**src/gshp_consts.svh**
```systemverilog
// Named constants for the gas sensor host port: addresses, codes, timing.
// Assumes inclusion by bare name from every design file that needs them.
`ifndef GSHP_CONSTS_SVH
`define GSHP_CONSTS_SVH

// Upper six bits of the 7-bit target address; pin gives the LSB
`define GSHP_ADDR_HI6 6'h29
// Register byte addresses
`define GSHP_REG_TEMP_L 8'h13
`define GSHP_REG_TEMP_H 8'h14
`define GSHP_REG_RH_L 8'h15
`define GSHP_REG_RH_H 8'h16
`define GSHP_REG_STATUS 8'h20
// Validity field position inside the state report
`define GSHP_VALID_LSB 2
// Validity codes
`define GSHP_VAL_OK 2'h0
`define GSHP_VAL_WARMUP 2'h1
`define GSHP_VAL_STARTUP 2'h2
`define GSHP_VAL_INVALID 2'h3
// Bits per serial byte
`define GSHP_BYTE_BITS 4'h8
// Timing: clock rate and times in their own units
`define GSHP_CLK_HZ 200000000
`define GSHP_WARMUP_MIN 3
`define GSHP_STARTUP_HR 1
`define GSHP_COMMIT_HR 24
`define GSHP_SEC_PER_MIN 60
`define GSHP_SEC_PER_HR 3600
// Seconds counter width, wide enough for the commit time
`define GSHP_SEC_W 17

`endif

```
**src/gshp_pkg.sv**
```systemverilog
// Types shared by the gas sensor host port modules.
// Assumes the constants header is compiled alongside.
`default_nettype none
package gshp_pkg;

  // Serial target sequencing
  typedef enum logic [3:0] {
    ST_IDLE,
    ST_ADDR,
    ST_ADDR_ACK,
    ST_PTR,
    ST_PTR_ACK,
    ST_WDATA,
    ST_WDATA_ACK,
    ST_RDATA,
    ST_RDATA_ACK,
    ST_RDATA_NEXT
  } gshp_i2c_state_t;

endpackage : gshp_pkg
`default_nettype wire

```
**src/gshp_stat_if.sv**
```systemverilog
// Carrier between the status timer and the host port top.
// Assumes both ends run on the same clock.
`timescale 1ns/1ps
`default_nettype none

interface gshp_stat_if;
  logic [1:0] validity;
  logic startup_commit;
  modport src (output validity, output startup_commit);
  modport snk (input validity, input startup_commit);
endinterface : gshp_stat_if

`default_nettype wire

```
**src/gshp_status.sv**
```systemverilog
// Validity code generation and start-up completion commit.
// Assumes nvm_startup_done_i is stable from reset release onward.
`timescale 1ns/1ps
`default_nettype none
`include "gshp_consts.svh"

module gshp_status
  import gshp_pkg::*;
#(
  parameter int unsigned TICK_CYCLES = `GSHP_CLK_HZ,
  parameter int unsigned WARMUP_S = `GSHP_WARMUP_MIN * `GSHP_SEC_PER_MIN,
  parameter int unsigned STARTUP_S = `GSHP_STARTUP_HR * `GSHP_SEC_PER_HR,
  parameter int unsigned COMMIT_S = `GSHP_COMMIT_HR * `GSHP_SEC_PER_HR
)
(
  input wire logic mclk_i,
  input wire logic rst_n_i,
  input wire logic nvm_startup_done_i,
  input wire logic out_of_range_i,
  gshp_stat_if.src st
);

  logic [31:0] tick_cnt;
  logic [31:0] next_tick_cnt;
  logic [`GSHP_SEC_W-1:0] sec;
  logic [`GSHP_SEC_W-1:0] next_sec;
  logic caught;
  logic next_caught;
  logic need_startup;
  logic next_need_startup;
  logic committed;
  logic next_committed;
  logic commit;
  logic next_commit;
  logic [1:0] vld;
  logic [1:0] next_vld;

  // Seconds since power-on, saturating at the commit time
  always_comb
  begin
    next_tick_cnt = tick_cnt + 32'h1;
    next_sec = sec;
    next_caught = 1'b1;
    next_need_startup = need_startup;
    next_committed = committed;
    next_commit = 1'b0;
    if (tick_cnt == TICK_CYCLES - 1)
    begin
      next_tick_cnt = 32'h0;
      if (sec != `GSHP_SEC_W'(COMMIT_S))
        next_sec = sec + `GSHP_SEC_W'(1);
    end
    // NVM flag is caught once after release, not in reset
    if (!caught)
      next_need_startup = ~nvm_startup_done_i;
    // Commit only after the full continuous run time
    if (caught && need_startup && !committed && sec == `GSHP_SEC_W'(COMMIT_S))
    begin
      next_commit = 1'b1;
      next_committed = 1'b1;
    end
    // Out-of-range beats the timed phases
    if (out_of_range_i)
      next_vld = `GSHP_VAL_INVALID;
    // Before the NVM flag is caught, read it directly so a recorded
    // start-up never shows code 2, not even for the first cycle
    else if ((caught ? need_startup : ~nvm_startup_done_i) && sec < `GSHP_SEC_W'(STARTUP_S))
      next_vld = `GSHP_VAL_STARTUP;
    else if (sec < `GSHP_SEC_W'(WARMUP_S))
      next_vld = `GSHP_VAL_WARMUP;
    else
      next_vld = `GSHP_VAL_OK;
  end

  // Status registers; unknown NVM state assumed to need start-up
  always_ff @(posedge mclk_i or negedge rst_n_i)
  begin
    if (!rst_n_i)
    begin
      tick_cnt <= 32'h0;
      sec <= '0;
      caught <= 1'b0;
      need_startup <= 1'b1;
      committed <= 1'b0;
      commit <= 1'b0;
      vld <= `GSHP_VAL_WARMUP;
    end
    else
    begin
      tick_cnt <= next_tick_cnt;
      sec <= next_sec;
      caught <= next_caught;
      need_startup <= next_need_startup;
      committed <= next_committed;
      commit <= next_commit;
      vld <= next_vld;
    end
  end

  assign st.validity = vld;
  assign st.startup_commit = commit;

endmodule : gshp_status

`default_nettype wire

```
**src/gshp_top.sv**
```systemverilog
// Host interface of the gas sensor: I2C target, SPI-side register port,
// shared register map, validity reporting, baseline and NVM handshakes.
// Assumes all pins are synchronous to mclk_i; the SPI serial engine sits
// outside and uses the byte-wide register port here.
// Notes on behaviour
// - Interface select pin high keeps the host interface an I2C target.
// - Address pin sampled after power-up sets address LSB: 0x52 or 0x53.
// - Select pin low once switches to SPI until the next power-on reset.
// - Both interfaces reach the very same register map.
// - Works at 100k, 400k and 1M bit rates by edge sampling.
// - Detects START and STOP, matches 7-bit address, drives acknowledge bits.
// - No 10-bit address, general call, software reset or device ID.
// - No master features: no clock sync, arbitration or START byte.
// - Register pointer advances after every data byte, read or written.
// - Validity reads 1 for three minutes after power-on, else 0.
// - Validity reads 2 for the first hour of every run until start-up completion is recorded in NVM.
// - Validity reads 3 when sensing elements are out of range.
// - Start-up completion goes to NVM only after 24 hours running.
// - Baseline is saved to NVM and reloaded after every power-up.
// - Compensation applies to processed outputs by default, not raw values.
// - Read: write-address, pointer, restart, read-address, bytes until STOP.
`timescale 1ns/1ps
`default_nettype none
`include "gshp_consts.svh"

module gshp_top
  import gshp_pkg::*;
#(
  parameter int unsigned TICK_CYCLES = `GSHP_CLK_HZ,
  parameter int unsigned WARMUP_S = `GSHP_WARMUP_MIN * `GSHP_SEC_PER_MIN,
  parameter int unsigned STARTUP_S = `GSHP_STARTUP_HR * `GSHP_SEC_PER_HR,
  parameter int unsigned COMMIT_S = `GSHP_COMMIT_HR * `GSHP_SEC_PER_HR
)
(
  input wire logic mclk_i,
  input wire logic rst_n_i,
  input wire logic interface_select_n_i,
  input wire logic addr_sel_i,
  input wire logic scl_i,
  input wire logic sda_i,
  output logic sda_o,
  output logic sda_oe_o,
  output logic spi_mode_o,
  input wire logic [7:0] spi_addr_i,
  input wire logic spi_wr_i,
  input wire logic [7:0] spi_wdata_i,
  output logic [7:0] spi_rdata_o,
  input wire logic nvm_startup_done_i,
  output logic nvm_startup_commit_o,
  input wire logic out_of_range_i,
  input wire logic [15:0] baseline_i,
  input wire logic baseline_valid_i,
  output logic nvm_baseline_wr_o,
  output logic [15:0] nvm_baseline_o,
  output logic baseline_reload_o,
  output logic [15:0] comp_temp_o,
  output logic [15:0] comp_rh_o,
  output logic comp_processed_en_o,
  output logic comp_raw_en_o
);

  gshp_stat_if st_if ();

  // Validity and lifetime start-up tracking
  gshp_status #(
    .TICK_CYCLES (TICK_CYCLES),
    .WARMUP_S (WARMUP_S),
    .STARTUP_S (STARTUP_S),
    .COMMIT_S (COMMIT_S)
  ) u_status (
    .mclk_i (mclk_i),
    .rst_n_i (rst_n_i),
    .nvm_startup_done_i (nvm_startup_done_i),
    .out_of_range_i (out_of_range_i),
    .st (st_if.src)
  );

  gshp_i2c_state_t state;
  gshp_i2c_state_t next_state;
  logic [3:0] bitcnt;
  logic [3:0] next_bitcnt;
  logic [7:0] shreg;
  logic [7:0] next_shreg;
  logic [7:0] ptr;
  logic [7:0] next_ptr;
  logic rw;
  logic next_rw;
  logic drv;
  logic next_drv;
  logic i2c_wr;
  logic scl_q;
  logic sda_q;
  logic scl_p;
  logic sda_p;
  logic spi_mode;
  logic next_spi_mode;
  logic addr_lsb;
  logic next_addr_lsb;
  logic booted;
  logic next_booted;
  logic reload;
  logic next_reload;
  logic bl_wr;
  logic next_bl_wr;
  logic [15:0] bl_data;
  logic [15:0] next_bl_data;
  logic [15:0] temp_reg;
  logic [15:0] next_temp_reg;
  logic [15:0] rh_reg;
  logic [15:0] next_rh_reg;
  logic [7:0] spi_rdata;
  logic [7:0] next_spi_rdata;
  logic [7:0] stat_byte;
  logic [6:0] own_addr;
  logic i2c_on;
  logic start_det;
  logic stop_det;
  logic scl_rise;
  logic scl_fall;
  logic byte_done;
  logic wr_en;
  logic [7:0] wr_addr;
  logic [7:0] wr_data;

  // One map serves both hosts; unmapped bytes read zero
  function automatic logic [7:0] rd_byte(input logic [7:0] a);
    case (a)
      `GSHP_REG_TEMP_L: rd_byte = temp_reg[7:0];
      `GSHP_REG_TEMP_H: rd_byte = temp_reg[15:8];
      `GSHP_REG_RH_L: rd_byte = rh_reg[7:0];
      `GSHP_REG_RH_H: rd_byte = rh_reg[15:8];
      `GSHP_REG_STATUS: rd_byte = stat_byte;
      default: rd_byte = 8'h00;
    endcase
  endfunction : rd_byte

  // Line events from registered samples; pins are already synchronous
  assign start_det = scl_q & scl_p & sda_p & ~sda_q;
  assign stop_det = scl_q & scl_p & ~sda_p & sda_q;
  assign scl_rise = scl_q & ~scl_p;
  assign scl_fall = ~scl_q & scl_p;
  assign byte_done = (bitcnt == `GSHP_BYTE_BITS);
  assign own_addr = {`GSHP_ADDR_HI6, addr_lsb};
  // Serial target only while select is high and SPI was never chosen
  assign i2c_on = interface_select_n_i & ~spi_mode;
  assign stat_byte = {6'h00, st_if.validity} << `GSHP_VALID_LSB;

  // Serial target sequencing: bits sampled on rise, driven after fall
  always_comb
  begin
    next_state = state;
    next_bitcnt = bitcnt;
    next_shreg = shreg;
    next_ptr = ptr;
    next_rw = rw;
    next_drv = drv;
    i2c_wr = 1'b0;
    if (!i2c_on || stop_det)
    begin
      next_state = ST_IDLE;
      next_drv = 1'b0;
    end
    else if (start_det)
    begin
      // Repeated start lands here too, pointer is kept
      next_state = ST_ADDR;
      next_bitcnt = 4'h0;
      next_drv = 1'b0;
    end
    else if (scl_rise)
    begin
      case (state)
        ST_ADDR, ST_PTR, ST_WDATA:
        begin
          next_shreg = {shreg[6:0], sda_q};
          next_bitcnt = bitcnt + 4'h1;
        end
        ST_RDATA:
          next_bitcnt = bitcnt + 4'h1;
        ST_RDATA_ACK:
          // Host not-acknowledge ends the read phase
          next_state = sda_q ? ST_IDLE : ST_RDATA_NEXT;
        default:
          next_state = state;
      endcase
    end
    else if (scl_fall)
    begin
      case (state)
        ST_ADDR:
        begin
          if (byte_done)
          begin
            next_bitcnt = 4'h0;
            // Only a plain 7-bit match answers; general call and
            // 10-bit prefixes never match this address
            if (shreg[7:1] == own_addr)
            begin
              next_rw = shreg[0];
              next_drv = 1'b1;
              next_state = ST_ADDR_ACK;
            end
            else
            begin
              next_state = ST_IDLE;
            end
          end
        end
        ST_ADDR_ACK:
        begin
          if (rw)
          begin
            next_shreg = rd_byte(ptr);
            next_drv = ~next_shreg[7];
            next_ptr = ptr + 8'h1;
            next_state = ST_RDATA;
          end
          else
          begin
            next_drv = 1'b0;
            next_state = ST_PTR;
          end
        end
        ST_PTR:
        begin
          if (byte_done)
          begin
            next_ptr = shreg;
            next_bitcnt = 4'h0;
            next_drv = 1'b1;
            next_state = ST_PTR_ACK;
          end
        end
        ST_PTR_ACK:
        begin
          next_drv = 1'b0;
          next_state = ST_WDATA;
        end
        ST_WDATA:
        begin
          if (byte_done)
          begin
            i2c_wr = 1'b1;
            next_ptr = ptr + 8'h1;
            next_bitcnt = 4'h0;
            next_drv = 1'b1;
            next_state = ST_WDATA_ACK;
          end
        end
        ST_WDATA_ACK:
        begin
          next_drv = 1'b0;
          next_state = ST_WDATA;
        end
        ST_RDATA:
        begin
          if (byte_done)
          begin
            next_bitcnt = 4'h0;
            next_drv = 1'b0;
            next_state = ST_RDATA_ACK;
          end
          else
          begin
            next_shreg = {shreg[6:0], 1'b0};
            next_drv = ~shreg[6];
          end
        end
        ST_RDATA_NEXT:
        begin
          next_shreg = rd_byte(ptr);
          next_drv = ~next_shreg[7];
          next_ptr = ptr + 8'h1;
          next_state = ST_RDATA;
        end
        default:
          next_state = state;
      endcase
    end
  end

  // Target state registers; never drives the clock line
  always_ff @(posedge mclk_i or negedge rst_n_i)
  begin
    if (!rst_n_i)
    begin
      state <= ST_IDLE;
      bitcnt <= 4'h0;
      shreg <= 8'h00;
      ptr <= 8'h00;
      rw <= 1'b0;
      drv <= 1'b0;
      scl_q <= 1'b1;
      sda_q <= 1'b1;
      scl_p <= 1'b1;
      sda_p <= 1'b1;
    end
    else
    begin
      state <= next_state;
      bitcnt <= next_bitcnt;
      shreg <= next_shreg;
      ptr <= next_ptr;
      rw <= next_rw;
      drv <= next_drv;
      scl_q <= scl_i;
      sda_q <= sda_i;
      scl_p <= scl_q;
      sda_p <= sda_q;
    end
  end

  // Write path shared by both hosts
  assign wr_en = spi_mode ? spi_wr_i : i2c_wr;
  assign wr_addr = spi_mode ? spi_addr_i : ptr;
  assign wr_data = spi_mode ? spi_wdata_i : shreg;

  // Mode, address strap, baseline and register map next values
  always_comb
  begin
    next_spi_mode = spi_mode;
    next_addr_lsb = addr_lsb;
    next_booted = 1'b1;
    next_reload = 1'b0;
    next_bl_wr = baseline_valid_i;
    next_bl_data = bl_data;
    next_temp_reg = temp_reg;
    next_rh_reg = rh_reg;
    next_spi_rdata = rd_byte(spi_addr_i);
    // Sticky: later select levels are ignored
    if (!interface_select_n_i)
      next_spi_mode = 1'b1;
    // Strap caught on the first edge after release
    if (!booted)
    begin
      next_addr_lsb = addr_sel_i;
      next_reload = 1'b1;
    end
    if (baseline_valid_i)
      next_bl_data = baseline_i;
    if (wr_en)
    begin
      // Host-written compensation inputs; status is read-only
      case (wr_addr)
        `GSHP_REG_TEMP_L: next_temp_reg[7:0] = wr_data;
        `GSHP_REG_TEMP_H: next_temp_reg[15:8] = wr_data;
        `GSHP_REG_RH_L: next_rh_reg[7:0] = wr_data;
        `GSHP_REG_RH_H: next_rh_reg[15:8] = wr_data;
        default: next_temp_reg = temp_reg;
      endcase
    end
  end

  // Mode and map registers, cleared only by power-on reset
  always_ff @(posedge mclk_i or negedge rst_n_i)
  begin
    if (!rst_n_i)
    begin
      spi_mode <= 1'b0;
      addr_lsb <= 1'b0;
      booted <= 1'b0;
      reload <= 1'b0;
      bl_wr <= 1'b0;
      bl_data <= 16'h0000;
      temp_reg <= 16'h0000;
      rh_reg <= 16'h0000;
      spi_rdata <= 8'h00;
    end
    else
    begin
      spi_mode <= next_spi_mode;
      addr_lsb <= next_addr_lsb;
      booted <= next_booted;
      reload <= next_reload;
      bl_wr <= next_bl_wr;
      bl_data <= next_bl_data;
      temp_reg <= next_temp_reg;
      rh_reg <= next_rh_reg;
      spi_rdata <= next_spi_rdata;
    end
  end

  // Open-drain data line: only ever pulls low
  assign sda_o = 1'b0;
  assign sda_oe_o = drv;
  assign spi_mode_o = spi_mode;
  assign spi_rdata_o = spi_rdata;
  assign nvm_startup_commit_o = st_if.startup_commit;
  assign nvm_baseline_wr_o = bl_wr;
  assign nvm_baseline_o = bl_data;
  assign baseline_reload_o = reload;
  assign comp_temp_o = temp_reg;
  assign comp_rh_o = rh_reg;
  // Processed outputs compensated by default, raw values left alone
  assign comp_processed_en_o = 1'b1;
  assign comp_raw_en_o = 1'b0;

endmodule : gshp_top

`default_nettype wire

```
**config.mk**
```make
export PLATFORM = sky130hd
export DESIGN_NAME = gshp_top
export DESIGN_NICKNAME = d
export VERILOG_FILES = /design/src/gshp_pkg.sv /design/src/gshp_stat_if.sv /design/src/gshp_status.sv /design/src/gshp_top.sv
export VERILOG_INCLUDE_DIRS = /design/src
export SDC_FILE = /design/constraint.sdc
export NUM_CORES = 1
export LEC_CHECK = 0
export ABC_AREA = 1
export BUFFER_PORTS_ARGS = -buffer_cell sky130_fd_sc_hd__buf_4
export CAP_MARGIN = 20
export CORE_MARGIN = 8
export CORE_UTILIZATION = 25
export CTS_BUF_LIST = sky130_fd_sc_hd__clkbuf_2
export DETAILED_ROUTE_END_ITERATION = 8
export GPL_ROUTABILITY_DRIVEN = 0
export HOLD_SLACK_MARGIN = 0.06
export SLEW_MARGIN = 20
export SYNTH_ARGS = -nofsm -noshare
export SYNTH_HDL_FRONTEND = slang
export SYNTH_HIERARCHICAL = 1
export SYNTH_SLANG_ARGS = --single-unit
```
**constraint.sdc**
```tcl
create_clock -name mclk_i -period 2.3 [get_ports mclk_i]
set_clock_uncertainty 0.1 [all_clocks]
set_input_delay 0.345 -clock mclk_i [delete_from_list [all_inputs] [get_ports mclk_i]]
set_output_delay 0.345 -clock mclk_i [all_outputs]
set_load 0.005 [all_outputs]
```
==> impl_metrics.yaml <==
cells_and_area:
  fin_cells: 1820
  regArea_um2: 3660
  n_fill_cell: 3496
  fin_area_um2: 10800
  synthToLayoutAreaGrowth_pct: 27.9
  postLayoutCoreUtil_pct: 32.4
  drive_above_1_share_pct: 16.3
  multi_input_area_um2: 4230
  fin_nets: 1412
worst_hold_path:
  hold_path_class: "in2reg"
  min_from: "spi_addr_i[5]"
  worstHoldPathCells: 7
  holdPathEnd: "spi_rdata_o[5]$_DFF_PN0_"
placement:
  placed_cell_area_um2: 9890
  portBuffers: 102
  dp.final_hpwl_mm: 18.6
  place_inst: 1722
sta:
  hold_viol_final: 0
  max_freq_mhz: 450
  rsz0062_at_grt: "false"
  setup_violations: 0
  period_minus_slack_ps: 2220
  post-route-period-util_pct: 96.7
  slew_headroom_pct: 49.0
  slew_viol_final: 0
  tightest_slew_ps: 757
  setup_tns_ps: 0
logic_synthesis:
  synth_area_um2: 8470
  synth_edf_count: 0
  postSynthAreaPerCell_um2: 7.25
  ys_seq_area_share_pct: 43.2
  synth_top_flop_cell: "dfrtp_1"
  async_flop_share_pct: 100
  yosysWarnings: 6
  ys_ff_latch: 146
  synthDistinctLibCells: 47
  syn_inst: 1168
detailed_routing:
  drt_iter0_markers: 616
  drc: 0
  wirelength_mm: 25.1
  wire_per_inst_um: 13.8
  firstDrtPassIters: 6
  via_count: 8211
  vias_per_cell: 4.51
  antenna_left: 0
grt:
  grt_pass1_vias: 7939
  grt_first_pass_wirelength_mm: 40.4
  grt_use_total_pct: 12.5
  grt_overflow_total: 0
  antenna_found_initial: 1
  grt_max_degree: 45
clock_network:
  numCtsBuffers: 17
  root_buffer: "clkbuf_2"
  cts_sinks: 146
  clk_latency_ps: 740
  clk_pin_slew_worst_paths_ps: 260
  h-tree-depth: 4
  cts_tree: "yes"
  cts.path.max_buffers: 2
worst_setup_path:
  crit_buf_inv: 5
  r2r-end: "shreg[2]$_DFFE_PN0P_"
  cpMaxStageDelayCell: "dlygate4sd3_1"
  r2r_slack_ps: 180
  worstSetupPathType: "in2reg"
  critPathArrivalTime_ps: 2830
  cp_top_family: "buffers and inverters"
  path_cells: "dlygate4sd3_1 -> buf_4 -> nor2_1 -> dlygate4sd3_1 -> nand2_1 -> nor3_1 -> buf_4 -> nand2_1 -> nand4_1 -> dlygate4sd3_1"
  reg2reg_depth: 7
  required_ps: 2910
  worst_setup_path_end_kind: "flop"
  cp_common_cell: "dlygate4sd3_1"
  critical_path.startpoint_type: "input pin"
  r2r_start: "scl_q$_DFF_PN1_"
  critPathMaxStageDelay_ps: 570
  crit_fanout: 8
floorplanning:
  die_w_um: 200
  die_h_um: 200
  num_io_pins: 106
  die-area_um2: 40000
  placementRows: 67
  design.core.area_um2: 33400
  start_util_pct: 25.3
status:
  status: "finished, final reports clean"
power_and_ir_drop:
  ir_drop_mv: 0.318
  leakage_nw: 5.33
  power_mw: 4.97
  p_per_area_nw_per_um2: 459
run:
  cap_viol_max_count: 0
## cell usage in the layout, fill, tap and decap left out, types with 4 or more instances in the layout
cell / n
dfstp_2: 6
nor2_1: 138
xnor2_1: 9
nand3b_1: 6
dlygate4sd3_1: 61
xor2_1: 13
buf_12: 4
dfrtp_1: 139
ha_1: 12
nor3_1: 22
buf_4: 127
nand3_1: 130
conb_1: 5
clkbuf_2: 17
a21oi_1: 14
nor2_2: 15
bufinv_16: 4
clkinv_1: 4
inv_1: 113
inv_2: 4
nand2_2: 5
nand2_1: 390
o21ai_0: 39
mux2_2: 16
nand4_1: 32
## registers in the layout (all words and copies together) (netlist names), 2 cells and up
register / cells
nvm_baseline_o: 16
bitcnt: 4
u_status/st.validity: 2
shreg: 8
u_status/sec: 17
comp_rh_o: 16
state: 4
comp_temp_o: 16
ptr: 8
spi_rdata_o: 8
u_status/tick_cnt: 32
## layer usage
layer | GRT usage, % | share of wire [%] | vias up
li1 | - | - | 4111
met5 | 0 | 0 | -
met4 | 4.71 | 2.7 | 0
met3 | 2.21 | 5.6 | 34
met2 | 20.7 | 47 | 231
met1 | 16.2 | 45 | 3835
## stage by stage
| step | setup WS, ps | hold WS [ps] |
|---|---|---|
| 2_1_floorplan | 499 | -50.6 |
| 3_3_place_gp | 211 | 269 |
| 3_5_place_dp | 162 | 274 |
| 4_1_cts | 109 | 60.8 |
| 5_1_grt | 11.7 | 69.4 |
| 6_report | 76.5 | 150 |
## logic make-up (layout without fill, tap and decap cells)
group | after synthesis | after routing | synth area share [%]
AOI/OAI and AO/OA | 66 | 66 | 4.28
xor gates and xnor gates | 22 | 22 | 2.27
adders and majority gates | 12 | 12 | 1.77
buffers and inverters | 143 | 344 | 6.96
DFF | 146 | 146 | 43.2
muxes | 16 | 16 | 2.13
other | 3 | 6 | 0.133
and+or+nand+nor | 760 | 760 | 39.2
## worst max-delay path by stage
| stage | depth (start not counted) | endpoint | from |
|---|---|---|---|
| 2_1_floorplan | 8 | shreg[7]$_DFFE_PN0P_ | scl_p$_DFF_PN1_ |
| 3_3_place_gp | 7 | comp_rh_o[2]$_DFFE_PN0P_ | scl_q$_DFF_PN1_ |
| 3_5_place_dp | 7 | comp_rh_o[7]$_DFFE_PN0P_ | scl_q$_DFF_PN1_ |
| 4_1_cts | 11 | spi_rdata_o[6]$_DFF_PN0_ | spi_addr_i[3] |
| 5_1_grt | 7 | state[1]$_DFFE_PN0P_ | scl_q$_DFF_PN1_ |
| 6_report | 10 | spi_rdata_o[6]$_DFF_PN0_ | spi_addr_i[6] |
## layout make-up
| type | count | area share [%] |
|---|---|---|
| Multi-Input combinational cell | 881 | 39.1 |
| Sequential cell | 146 | 33.8 |
| Timing Repair Buffer | 193 | 15.3 |
| Tap cell | 448 | 5.17 |
| Inverter | 119 | 4.13 |
| Clock inverter | 15 | 1.75 |
| Clock buffer | 17 | 0.785 |
| Antenna cell | 1 | 0.0231 |
## cell usage after synthesis (2+ instances only)
| library cell | n | area share (%) |
|---|---|---|
| nor4_1 | 3 | 0.22 |
| nand2_4 | 3 | 0.40 |
| o21ai_0 | 39 | 2.3 |
| dfrtp_1 | 140 | 41 |
| nand4_1 | 32 | 2.4 |
| nor3_1 | 22 | 1.3 |
| o21ai_1 | 3 | 0.18 |
| inv_2 | 2 | 0.089 |
| buf_2 | 7 | 0.41 |
| clkbuf_1 | 5 | 0.22 |
| inv_1 | 115 | 5.1 |
| a21oi_1 | 14 | 0.83 |
| nand2_2 | 5 | 0.37 |
| nand2_1 | 390 | 17 |
| ha_1 | 12 | 1.8 |
| nor2_2 | 15 | 1.1 |
| xor2_1 | 13 | 1.3 |
| mux2_2 | 16 | 2.1 |
| nand3b_1 | 6 | 0.53 |
| o22ai_1 | 2 | 0.15 |
| xnor2_1 | 9 | 0.93 |
| nor2_4 | 3 | 0.40 |
| nor3b_1 | 3 | 0.27 |
| o21bai_1 | 3 | 0.27 |
| or2_2 | 2 | 0.15 |
| and2_1 | 2 | 0.15 |
| nand3_1 | 130 | 7.7 |
| dfstp_2 | 6 | 1.9 |
| nor2_1 | 138 | 6.1 |
| buf_4 | 9 | 0.80 |
| conb_1 | 3 | 0.13 |
## power breakdown
part	total, mW	switching (mW)	internal, mW	leakage (nW)
registers	2.73	0.0785	2.65	1.88
logic	0.531	0.246	0.285	3.30
clock network	1.71	1.00	0.705	0.153
## repair_timing
action,in CTS,in global routing
hold endpoints to repair,210,1
endpoints found under the setup margin,0,10
buffers inserted,0,3
gates resized for setup,0,4
hold buffers,61,1
## worst register-to-register path: stages (launching register included)
cell and delay, ps:
dfstp_2 600, ha_1 240, clkinv_1 270, nand2_1 160, nor2_1 130, nor2_2 360, nor2_1 80, a21oi_1 130
No activity file was read; power rests on OpenSTA's default activity.
